==> config.mk <==
export PLATFORM = sky130hd
export DESIGN_NAME = ddrms_top
export DESIGN_NICKNAME = d
export VERILOG_FILES = /design/src/rtl/ddrms_store.v /design/src/rtl/ddrms_top.v
export VERILOG_INCLUDE_DIRS = /design/src /design/src/rtl
export SDC_FILE = /design/constraint.sdc
export NUM_CORES = 2
export LEC_CHECK = 0
export ABC_CLOCK_PERIOD_IN_PS = 8150
export BUFFER_PORTS_ARGS = -buffer_cell sky130_fd_sc_hd__buf_4
export CAP_MARGIN = 40
export CORE_MARGIN = 2
export CORE_UTILIZATION = 60
export CTS_CLUSTER_SIZE = 24
export DETAILED_ROUTE_END_ITERATION = 16
export GPL_TIMING_DRIVEN = 0
export PLACE_DENSITY = 0.77
export REMOVE_ABC_BUFFERS = 1
export SLEW_MARGIN = 20
export SYNTH_ARGS = -nofsm -noshare
export SYNTH_HDL_FRONTEND = slang
export SYNTH_HIERARCHICAL = 1
export SYNTH_SLANG_ARGS = --single-unit
==> constraint.sdc <==
create_clock -name clk -period 8.15 [get_ports clk]
set_clock_uncertainty 0.15 [all_clocks]
set_input_delay 2.0375 -clock clk [delete_from_list [all_inputs] [get_ports clk]]
set_output_delay 2.0375 -clock clk [all_outputs]
set_load 0.05 [all_outputs]
==> src/rtl/ddrms_defines.vh <==
// constants for the registered ddr module mode and burst setup block
`ifndef DDRMS_DEFINES_VH
`define DDRMS_DEFINES_VH
// ==========================================
// mode word field positions
`define DDRMS_BL_LSB 0
`define DDRMS_BL_MSB 2
`define DDRMS_BT_BIT 3
`define DDRMS_CL_LSB 4
`define DDRMS_CL_MSB 6
`define DDRMS_OP_LSB 7
`define DDRMS_OP_MSB 12
`define DDRMS_DLLRST_BIT 8
`define DDRMS_MODE_RESET 13'h0000
// ==========================================
// burst length and latency codes
`define DDRMS_BL_CODE_2 3'h1
`define DDRMS_BL_CODE_4 3'h2
`define DDRMS_BL_CODE_8 3'h3
`define DDRMS_CL_CODE_2 3'h2
`define DDRMS_CL_CODE_25 3'h6
// whole clocks of read latency at either setting, the half is flagged
`define DDRMS_CL_CYCLES 2'h2
// ==========================================
// command encoding {cs_n, ras_n, cas_n, we_n}
`define DDRMS_CMD_MRS 4'h0
`define DDRMS_CMD_READ 4'h5
`define DDRMS_CMD_WRITE 4'h4
// ==========================================
// module info store and its serial slave address
`define DDRMS_STORE_DEPTH 256
`define DDRMS_STORE_AW 8
`define DDRMS_DEV_TYPE 4'ha
`endif

==> src/rtl/ddrms_store.v <==
// 256 x 8 module info store with registered read data
`include "ddrms_defines.vh"
module ddrms_store #(
  parameter DEPTH = `DDRMS_STORE_DEPTH,
  parameter AW = `DDRMS_STORE_AW
) (
  input wire clk,
  input wire wr_en,
  input wire [AW-1:0] wr_addr,
  input wire [7:0] wr_data,
  input wire [AW-1:0] rd_addr,
  output reg [7:0] rd_data_reg
);
  reg [7:0] mem [0:DEPTH-1];

  // ==========================================
  // single write port, read port registered
  always @(posedge clk) begin
    if (wr_en) begin
      mem[wr_addr] <= wr_data;
    end
    rd_data_reg <= mem[rd_addr];
  end
endmodule

==> src/rtl/ddrms_top.v <==
// registered command stage, mode word, burst sequencer and info store slave
// Notes on behaviour
// - command and address are captured, then reach the chips one clock later
// - info store holds 256 bytes; low half module data, high half free
// - info store is read and written by i2c; straps pick one of eight addresses
// - write protect is held off, so store writes are never refused
// - mode word holds until rewritten; the dll reset bit clears itself
// - a mode load never touches stored memory contents
// - bits 0-2 length, 3 type, 4-6 latency, 7-12 operating mode
// - lengths 2, 4, 8 for both types, same for reads and writes
// - programmed length bounds columns moved per read or write
// - burst stays in aligned length-sized block, wraps at its edge
// - top block bit is 9 on small module, 9 and 11 on large
// - burst type comes from mode bit 3
// - sequential counts up modulo length; interleaved is start xor count
// - read latency 2 or 2.5 clocks after the read reaches the chips
// - bit 8 alone set in bits 7-12 starts a dll reset
`include "ddrms_defines.vh"
module ddrms_top #(
  parameter LARGE_MODULE = 0
) (
  input wire clk,
  input wire rst,
  input wire cs_n,
  input wire ras_n,
  input wire cas_n,
  input wire we_n,
  input wire [1:0] ba,
  input wire [12:0] addr,
  output reg chip_cs_n_reg,
  output reg chip_ras_n_reg,
  output reg chip_cas_n_reg,
  output reg chip_we_n_reg,
  output reg [1:0] chip_ba_reg,
  output reg [12:0] chip_addr_reg,
  output reg [12:0] operating_mode_word_reg,
  output reg dll_reset_pulse_reg,
  output reg burst_active_reg,
  output reg burst_is_read_reg,
  output reg [10:0] burst_col_reg,
  output reg read_first_data_reg,
  output reg read_half_late_reg,
  input wire [2:0] strap_address_select,
  input wire scl_i,
  input wire sda_i,
  output wire sda_o,
  output reg sda_oe_n_reg
);
  // ==========================================
  // decode helpers
  function [3:0] len_of;
    input [2:0] code;
    begin
      case (code)
        `DDRMS_BL_CODE_2: len_of = 4'h2;
        `DDRMS_BL_CODE_4: len_of = 4'h4;
        `DDRMS_BL_CODE_8: len_of = 4'h8;
        default: len_of = 4'h0; // reserved code, no burst at all
      endcase
    end
  endfunction

  function [10:0] col_of;
    input [12:0] a;
    begin
      // large module adds a11 above a9 as the top column bit
      col_of = {(LARGE_MODULE != 0) ? a[11] : 1'b0, a[9:0]};
    end
  endfunction
  wire [3:0] cmd_chip = {chip_cs_n_reg, chip_ras_n_reg, chip_cas_n_reg, chip_we_n_reg};
  // ==========================================
  // one clock register stage toward the chips
  always @(posedge clk or posedge rst) begin
    if (rst) begin
      {chip_cs_n_reg, chip_ras_n_reg, chip_cas_n_reg, chip_we_n_reg} <= 4'hf;
      chip_ba_reg <= 2'h0;
      chip_addr_reg <= 13'h0000;
    end else begin
      {chip_cs_n_reg, chip_ras_n_reg, chip_cas_n_reg, chip_we_n_reg} <=
        {cs_n, ras_n, cas_n, we_n};
      chip_ba_reg <= ba;
      chip_addr_reg <= addr;
    end
  end
  // ==========================================
  // mode word load as the command reaches the chips; no array state is touched
  wire mode_load = (cmd_chip == `DDRMS_CMD_MRS) && (chip_ba_reg == 2'h0);
  always @(posedge clk or posedge rst) begin
    if (rst) begin
      operating_mode_word_reg <= `DDRMS_MODE_RESET;
      dll_reset_pulse_reg <= 1'b0;
    end else if (mode_load) begin
      operating_mode_word_reg <= chip_addr_reg;
      // only the exact dll reset pattern in bits 7-12 fires the pulse
      dll_reset_pulse_reg <= (chip_addr_reg[`DDRMS_OP_MSB:`DDRMS_OP_LSB] == 6'h02);
    end else begin
      // self clearing bit drops the cycle after use, the rest holds
      operating_mode_word_reg[`DDRMS_DLLRST_BIT] <= 1'b0;
      dll_reset_pulse_reg <= 1'b0;
    end
  end
  wire [2:0] bl_code = operating_mode_word_reg[`DDRMS_BL_MSB:`DDRMS_BL_LSB];
  wire burst_order_bit = operating_mode_word_reg[`DDRMS_BT_BIT];
  wire [2:0] read_latency_setting = operating_mode_word_reg[`DDRMS_CL_MSB:`DDRMS_CL_LSB];
  wire [3:0] bl_len = len_of(bl_code);
  wire [2:0] bl_mask = bl_len[2:0] - 3'h1;
  // ==========================================
  // burst column sequencer, one location per clock
  reg [10:0] base_reg;
  reg [2:0] start_reg, cnt_reg, mask_reg;
  reg order_reg;
  wire is_read = (cmd_chip == `DDRMS_CMD_READ);
  wire is_rw = is_read || (cmd_chip == `DDRMS_CMD_WRITE);
  wire [10:0] new_col = col_of(chip_addr_reg);
  wire [2:0] next_cnt = cnt_reg + 3'h1;
  wire [2:0] seq_off = (start_reg + next_cnt) & mask_reg;
  wire [2:0] ilv_off = (start_reg ^ next_cnt) & mask_reg;
  wire [2:0] off_next = order_reg ? ilv_off : seq_off;
  always @(posedge clk or posedge rst) begin
    if (rst) begin
      burst_active_reg <= 1'b0;
      burst_is_read_reg <= 1'b0;
      burst_col_reg <= 11'h000;
      base_reg <= 11'h000;
      start_reg <= 3'h0;
      cnt_reg <= 3'h0;
      mask_reg <= 3'h0;
      order_reg <= 1'b0;
    end else if (is_rw && (bl_len != 4'h0)) begin
      // new command cuts any running burst short
      burst_active_reg <= 1'b1;
      burst_is_read_reg <= is_read;
      base_reg <= new_col & ~{8'h00, bl_mask};
      start_reg <= new_col[2:0] & bl_mask;
      mask_reg <= bl_mask;
      order_reg <= burst_order_bit;
      cnt_reg <= 3'h0;
      burst_col_reg <= new_col;
    end else if (burst_active_reg) begin
      if (next_cnt == mask_reg + 3'h1 || mask_reg == 3'h7 && next_cnt == 3'h0) begin
        burst_active_reg <= 1'b0;
      end else begin
        cnt_reg <= next_cnt;
        burst_col_reg <= base_reg | {8'h00, off_next};
      end
    end
  end
  // ==========================================
  // read latency: whole clocks counted, the half clock shown as a level
  reg [1:0] lat_cnt_reg;
  always @(posedge clk or posedge rst) begin
    if (rst) begin
      lat_cnt_reg <= 2'h0;
      read_first_data_reg <= 1'b0;
      read_half_late_reg <= 1'b0;
    end else begin
      read_half_late_reg <= (read_latency_setting == `DDRMS_CL_CODE_25);
      read_first_data_reg <= (lat_cnt_reg == 2'h1);
      if (is_read && (read_latency_setting == `DDRMS_CL_CODE_2 ||
          read_latency_setting == `DDRMS_CL_CODE_25)) begin
        lat_cnt_reg <= `DDRMS_CL_CYCLES;
      end else if (lat_cnt_reg != 2'h0) begin
        lat_cnt_reg <= lat_cnt_reg - 2'h1;
      end
    end
  end
  // ==========================================
  // serial pins: three flops, a change counts once stages two and three agree
  reg [2:0] scl_sync_reg, sda_sync_reg;
  reg scl_reg, sda_reg, scl_q_reg, sda_q_reg;
  // delayed copies start at the idle level, so reset shows no false edge
  always @(posedge clk or posedge rst) begin
    if (rst) begin
      scl_sync_reg <= 3'h7;
      sda_sync_reg <= 3'h7;
      scl_reg <= 1'b1;
      sda_reg <= 1'b1;
      scl_q_reg <= 1'b1;
      sda_q_reg <= 1'b1;
    end else begin
      scl_sync_reg <= {scl_sync_reg[1:0], scl_i};
      sda_sync_reg <= {sda_sync_reg[1:0], sda_i};
      scl_reg <= (scl_sync_reg[1] == scl_sync_reg[2]) ? scl_sync_reg[2] : scl_reg;
      sda_reg <= (sda_sync_reg[1] == sda_sync_reg[2]) ? sda_sync_reg[2] : sda_reg;
      scl_q_reg <= scl_reg;
      sda_q_reg <= sda_reg;
    end
  end
  wire scl_rise = scl_reg && !scl_q_reg;
  wire scl_fall = !scl_reg && scl_q_reg;
  wire bus_start = scl_reg && scl_q_reg && !sda_reg && sda_q_reg;
  wire bus_stop = scl_reg && scl_q_reg && sda_reg && !sda_q_reg;
  // ==========================================
  // serial slave for the module info store
  localparam ST_IDLE = 3'h0;
  localparam ST_DEV = 3'h1;
  localparam ST_PTR = 3'h2;
  localparam ST_WDATA = 3'h3;
  localparam ST_RDATA = 3'h4;
  reg [2:0] state_reg;
  reg [3:0] bit_reg;
  reg [7:0] shift_reg;
  reg [7:0] tx_reg;
  reg [7:0] ptr_reg;
  reg st_wr_reg;
  wire [7:0] st_rdata;
  // write protect pin is tied inactive, so the refusal term never blocks a write
  wire write_protect = 1'b0;
  assign sda_o = 1'b0; // open drain: only ever pulls low
  always @(posedge clk or posedge rst) begin
    if (rst) begin
      state_reg <= ST_IDLE;
      bit_reg <= 4'h0;
      shift_reg <= 8'h00;
      tx_reg <= 8'hff;
      ptr_reg <= 8'h00;
      st_wr_reg <= 1'b0;
      sda_oe_n_reg <= 1'b1;
    end else begin
      st_wr_reg <= 1'b0;
      if (bus_stop) begin
        state_reg <= ST_IDLE;
        sda_oe_n_reg <= 1'b1;
      end else if (bus_start) begin
        state_reg <= ST_DEV;
        bit_reg <= 4'h0;
        sda_oe_n_reg <= 1'b1;
      end else if (scl_rise) begin
        if (bit_reg < 4'h8) begin
          shift_reg <= {shift_reg[6:0], sda_reg};
        end else if (state_reg == ST_RDATA && sda_reg) begin
          state_reg <= ST_IDLE; // master nack ends the read
        end
        bit_reg <= (bit_reg < 4'h9) ? bit_reg + 4'h1 : bit_reg;
      end else if (scl_fall && state_reg != ST_IDLE) begin
        if (bit_reg == 4'h8) begin
          sda_oe_n_reg <= 1'b1;
          case (state_reg)
            ST_DEV: begin
              if (shift_reg[7:1] == {`DDRMS_DEV_TYPE, strap_address_select}) begin
                sda_oe_n_reg <= 1'b0;
                state_reg <= shift_reg[0] ? ST_RDATA : ST_PTR;
              end else begin
                state_reg <= ST_IDLE;
              end
            end
            ST_PTR: begin
              ptr_reg <= shift_reg;
              sda_oe_n_reg <= 1'b0;
              state_reg <= ST_WDATA;
            end
            ST_WDATA: begin
              st_wr_reg <= !write_protect;
              sda_oe_n_reg <= 1'b0;
            end
            ST_RDATA: begin
              ptr_reg <= ptr_reg + 8'h01;
            end
            default: begin
              state_reg <= ST_IDLE;
            end
          endcase
        end else if (bit_reg == 4'h9) begin
          bit_reg <= 4'h0;
          // a read byte drives its msb as the acknowledge slot closes
          sda_oe_n_reg <= (state_reg == ST_RDATA) ? st_rdata[7] : 1'b1;
          tx_reg <= {st_rdata[6:0], 1'b1};
        end else if (state_reg == ST_RDATA) begin
          sda_oe_n_reg <= tx_reg[7];
          tx_reg <= {tx_reg[6:0], 1'b1};
        end
      end
      if (st_wr_reg) begin
        ptr_reg <= ptr_reg + 8'h01; // pointer advances after each stored byte
      end
    end
  end
  // 256 byte store; upper half simply more free bytes to this logic
  ddrms_store #(.DEPTH(`DDRMS_STORE_DEPTH), .AW(`DDRMS_STORE_AW)) u_store (
    .clk(clk),
    .wr_en(st_wr_reg),
    .wr_addr(ptr_reg),
    .wr_data(shift_reg),
    .rd_addr(ptr_reg),
    .rd_data_reg(st_rdata)
  );
endmodule

==> flow_summary_export.csv <==
group,metric,value,unit
status,status,"completed",
detailed_routing,routed_wirelength,202,mm
detailed_routing,num_vias,43800,
critical_path,r2r_end,"u_store/rd_data_reg[7]",
pwr,net-switching-power,6250,uW
clock_tree,holdBufCountCts,0,
die,boundaryPins,76,
global_route,gr-total-overflow,0,
die,fp.dieArea,144000,um2
timing,drv_slew,0,
detailed_routing,firstDrtPassIters,8,
timing,hold_violations,0,
pwr,internal_power,19900,uW
global_route,grt_pass1_vias,43400,
synthesis,postSynthCellCount,4157,
pwr,power.leakage,0.0294,uW
die,num_rows,137,
critical_path,rrSetupSlack,2.92,ns
detailed_routing,viasPerCell,6.85,
clock_tree,clock_latency,0.83,ns
detailed_routing,dr.first_iter.drc_count,6137,
cells_and_area,area_delta_synth_final,13.0,%
timing,relSlewSlack,34.7,%
clock_tree,clkTransAtPathRegs,0.06,ns
detailed_routing,ant_nets,0,
synthesis,synthDistinctLibCells,91,
cells_and_area,final_core_util,68.4,%
clock_tree,numCtsBuffers,202,
synthesis,ys.flop_type,"edfxtp_1",
detailed_routing,wl_per_cell,31.6,um
critical_path,path_class,"register to register",
timing,setup_viol,0,
timing,tns,0,ns
global_route,grt_usage,28.4,%
placed_design,port-buffer-count,73,
synthesis,synth_edf_count,2048,
synthesis,async_flop_share,5.08,%
worst_hold_path,hold_class,"register to register",
synthesis,yosys_warnings,6,
die,core_area,140000,um2
critical_path,crit_path_end,"u_store/rd_data_reg[7]",
cells_and_area,finalNonFillerCells,6394,
critical_path,cp_max_fo,35,
timing,min_period_over_period,64.2,%
detailed_routing,route.detailed.drc,0,
timing,whs,0.210,ns
die,die-width,379,um
clock_tree,cts_sinks,2166,
pwr,ir_drop,324,uV
critical_path,reg2reg_depth,12,
global_route,grt_max_degree,81,
synthesis,syn_avg_cell_area,20.3,um2
pwr,cellPowerDensity,274,nW/um2
critical_path,rr_startpoint,"ptr_reg[0]",
cells_and_area,layout-drive-gt1-share,24.4,%
pwr,swShare,23.9,%
critical_path,crit_arrival,5.71,ns
placed_design,dp_cells,5973,
timing,min_period,5.23,ns
cells_and_area,largest_reg_flops,2048,
clock_tree,htreeDepth,4,
timing,max_freq,191,MHz
synthesis,synth-seq-cells,2166,
critical_path,critPathLaunch,"ptr_reg[0]",
placed_design,dp_hpwl,122,mm
critical_path,cp-start-kind,"register",
global_route,grt_antenna_before_repair,8,
clock_tree,clk_path_buf_depth,3,
placed_design,gp_congestion,0.834,
global_route,grt_pass1_wl,293,mm
clock_tree,cts-resized-gates,0,
critical_path,required,8.63,ns
clock_tree,cts_tree,"yes",
cells_and_area,fin_nets,4387,
clock_tree,post_cts_buffers,0,
pwr,p_comb_share,9.1,%
timing,worst_pin_slew,0.972,ns
pwr,clkPwrFrac,36.3,%
die,die_y,379,um
critical_path,crit_path_end_kind,"register",
pwr,power,26100,uW
timing,grt_setup_unrepaired,"false",
pwr,power_frac_seq,54.7,%
die,initial_core_util,60.5,%
synthesis,seq_area_frac_synth,76.3,%
synthesis,synthesis.area,84400,um2
clock_tree,cts_root_buffer,"clkbuf_16",
job,cap_viol_max_count,0,
==> per-layer routing <==
metal | share of wire [%] | global-route usage (%) | vias to the layer above
met4 | 4.7 | 12.6 | 6
met2 | 48 | 44.0 | 3004
li1 | - | - | 17500
met3 | 12 | 7.40 | 554
met1 | 36 | 38.4 | 22700
met5 | 0.018 | 0 | -
==> power by group through the flow <==
stage / clock network [uW] / logic, uW / registers [uW]
after global routing: 9950 / 2530 / 14300
after detailed placement: 0 / 2340 / 14500
final: 9470 / 2370 / 14300
after CTS: 9560 / 2360 / 14300
after floorplan: 0 / 369 / 15400
after global placement: 0 / 675 / 16400
==> cells by family (layout without fill, tap and decap cells) <==
kind of cell | count (synthesis) | after routing | share of synthesized area (%)
flops | 2166 | 2166 | 76.3
mux | 621 | 621 | 14.2
simple gates | 618 | 618 | 3.39
compound gates | 459 | 459 | 3.84
buf+inv | 264 | 622 | 1.92
fa+ha+maj | 16 | 16 | 0.240
xor+xnor | 12 | 12 | 0.124
other cells | 1 | 4 | 0.00444
==> worst min path at each step <==
| stage | to | slack [ns] | depth (start not counted) | from |
|---|---|---|---|---|
| floorplan | scl_sync_reg[1] | 0.20 | 0 | scl_sync_reg[0] |
| finish | scl_sync_reg[1] | 0.21 | 0 | scl_sync_reg[0] |
| global placement | sda_sync_reg[1] | 0.20 | 0 | sda_sync_reg[0] |
| CTS | scl_sync_reg[1] | 0.21 | 0 | scl_sync_reg[0] |
| detailed placement | scl_sync_reg[1] | 0.20 | 0 | scl_sync_reg[0] |
| global route | scl_sync_reg[1] | 0.21 | 0 | scl_sync_reg[0] |
==> worst max-delay path: stages, from the launching register on <==
cell and delay, ns:
dfrtp_4 0.66, buf_12 0.28, buf_16 0.32, buf_16 0.30, buf_12 0.28, buf_16 0.27, buf_16 0.27, mux4_2 0.56
mux4_2 0.62, nor2_1 0.22, a2111oi_2 0.08, nor3_1 0.60, nor4_1 0.26
==> cell type report <==
cell class | count | area, um2
sequential | 2166 | 64500
fill | 8071 | 44100
multi-input combinational | 1728 | 18500
clock buffer | 253 | 5450
timing repair buffer | 236 | 3340
tap | 1876 | 2350
clock inverter | 120 | 1220
inverter | 13 | 55.1
antenna | 2 | 5.00
==> cell usage after synthesis (22+ instances only) <==
| cell | count | area (um2) |
|---|---|---|
| o21ai_0 | 22 | 110 |
| buf_2 | 36 | 180 |
| edfxtp_1 | 2048 | 61500 |
| o22ai_1 | 31 | 194 |
| buf_4 | 33 | 248 |
| mux4_2 | 454 | 10200 |
| a22oi_1 | 134 | 1010 |
| nor2_1 | 310 | 1160 |
| nand3_1 | 49 | 245 |
| nand2_1 | 101 | 379 |
| clkbuf_1 | 114 | 428 |
| buf_1 | 22 | 82.6 |
| dfrtp_1 | 88 | 2200 |
| nor3_1 | 26 | 130 |
| nor2b_1 | 34 | 213 |
| a21oi_1 | 113 | 566 |
| buf_6 | 25 | 282 |
| o221ai_1 | 46 | 403 |
| mux2i_1 | 142 | 1420 |
| dfstp_2 | 22 | 578 |
| nor4_1 | 27 | 169 |
==> per-stage QoR <==
step                area [um2]  worst slack (ns)
CTS                      95100              2.96
global route             95400              2.78
finish                   95400              2.92
detailed placement       88400              3.02
floorplan                82900            -19.44
global placement         85800            -34.71
==> layout by cell type, fill, tap and decap left out, types with 31 or more instances in the layout <==
master	instances
clkinv_1	33
buf_4	123
o22ai_1	31
mux4_2	454
o221ai_1	46
edfxtp_1	2048
nor2_1	307
clkinv_2	45
a22oi_1	134
nor2b_1	31
mux2i_1	142
clkbuf_16	210
nand2_1	99
buf_16	60
a21oi_1	113
nand3_1	40
dfrtp_1	72
clkbuf_1	40
Power figures use the tool's default switching activity.
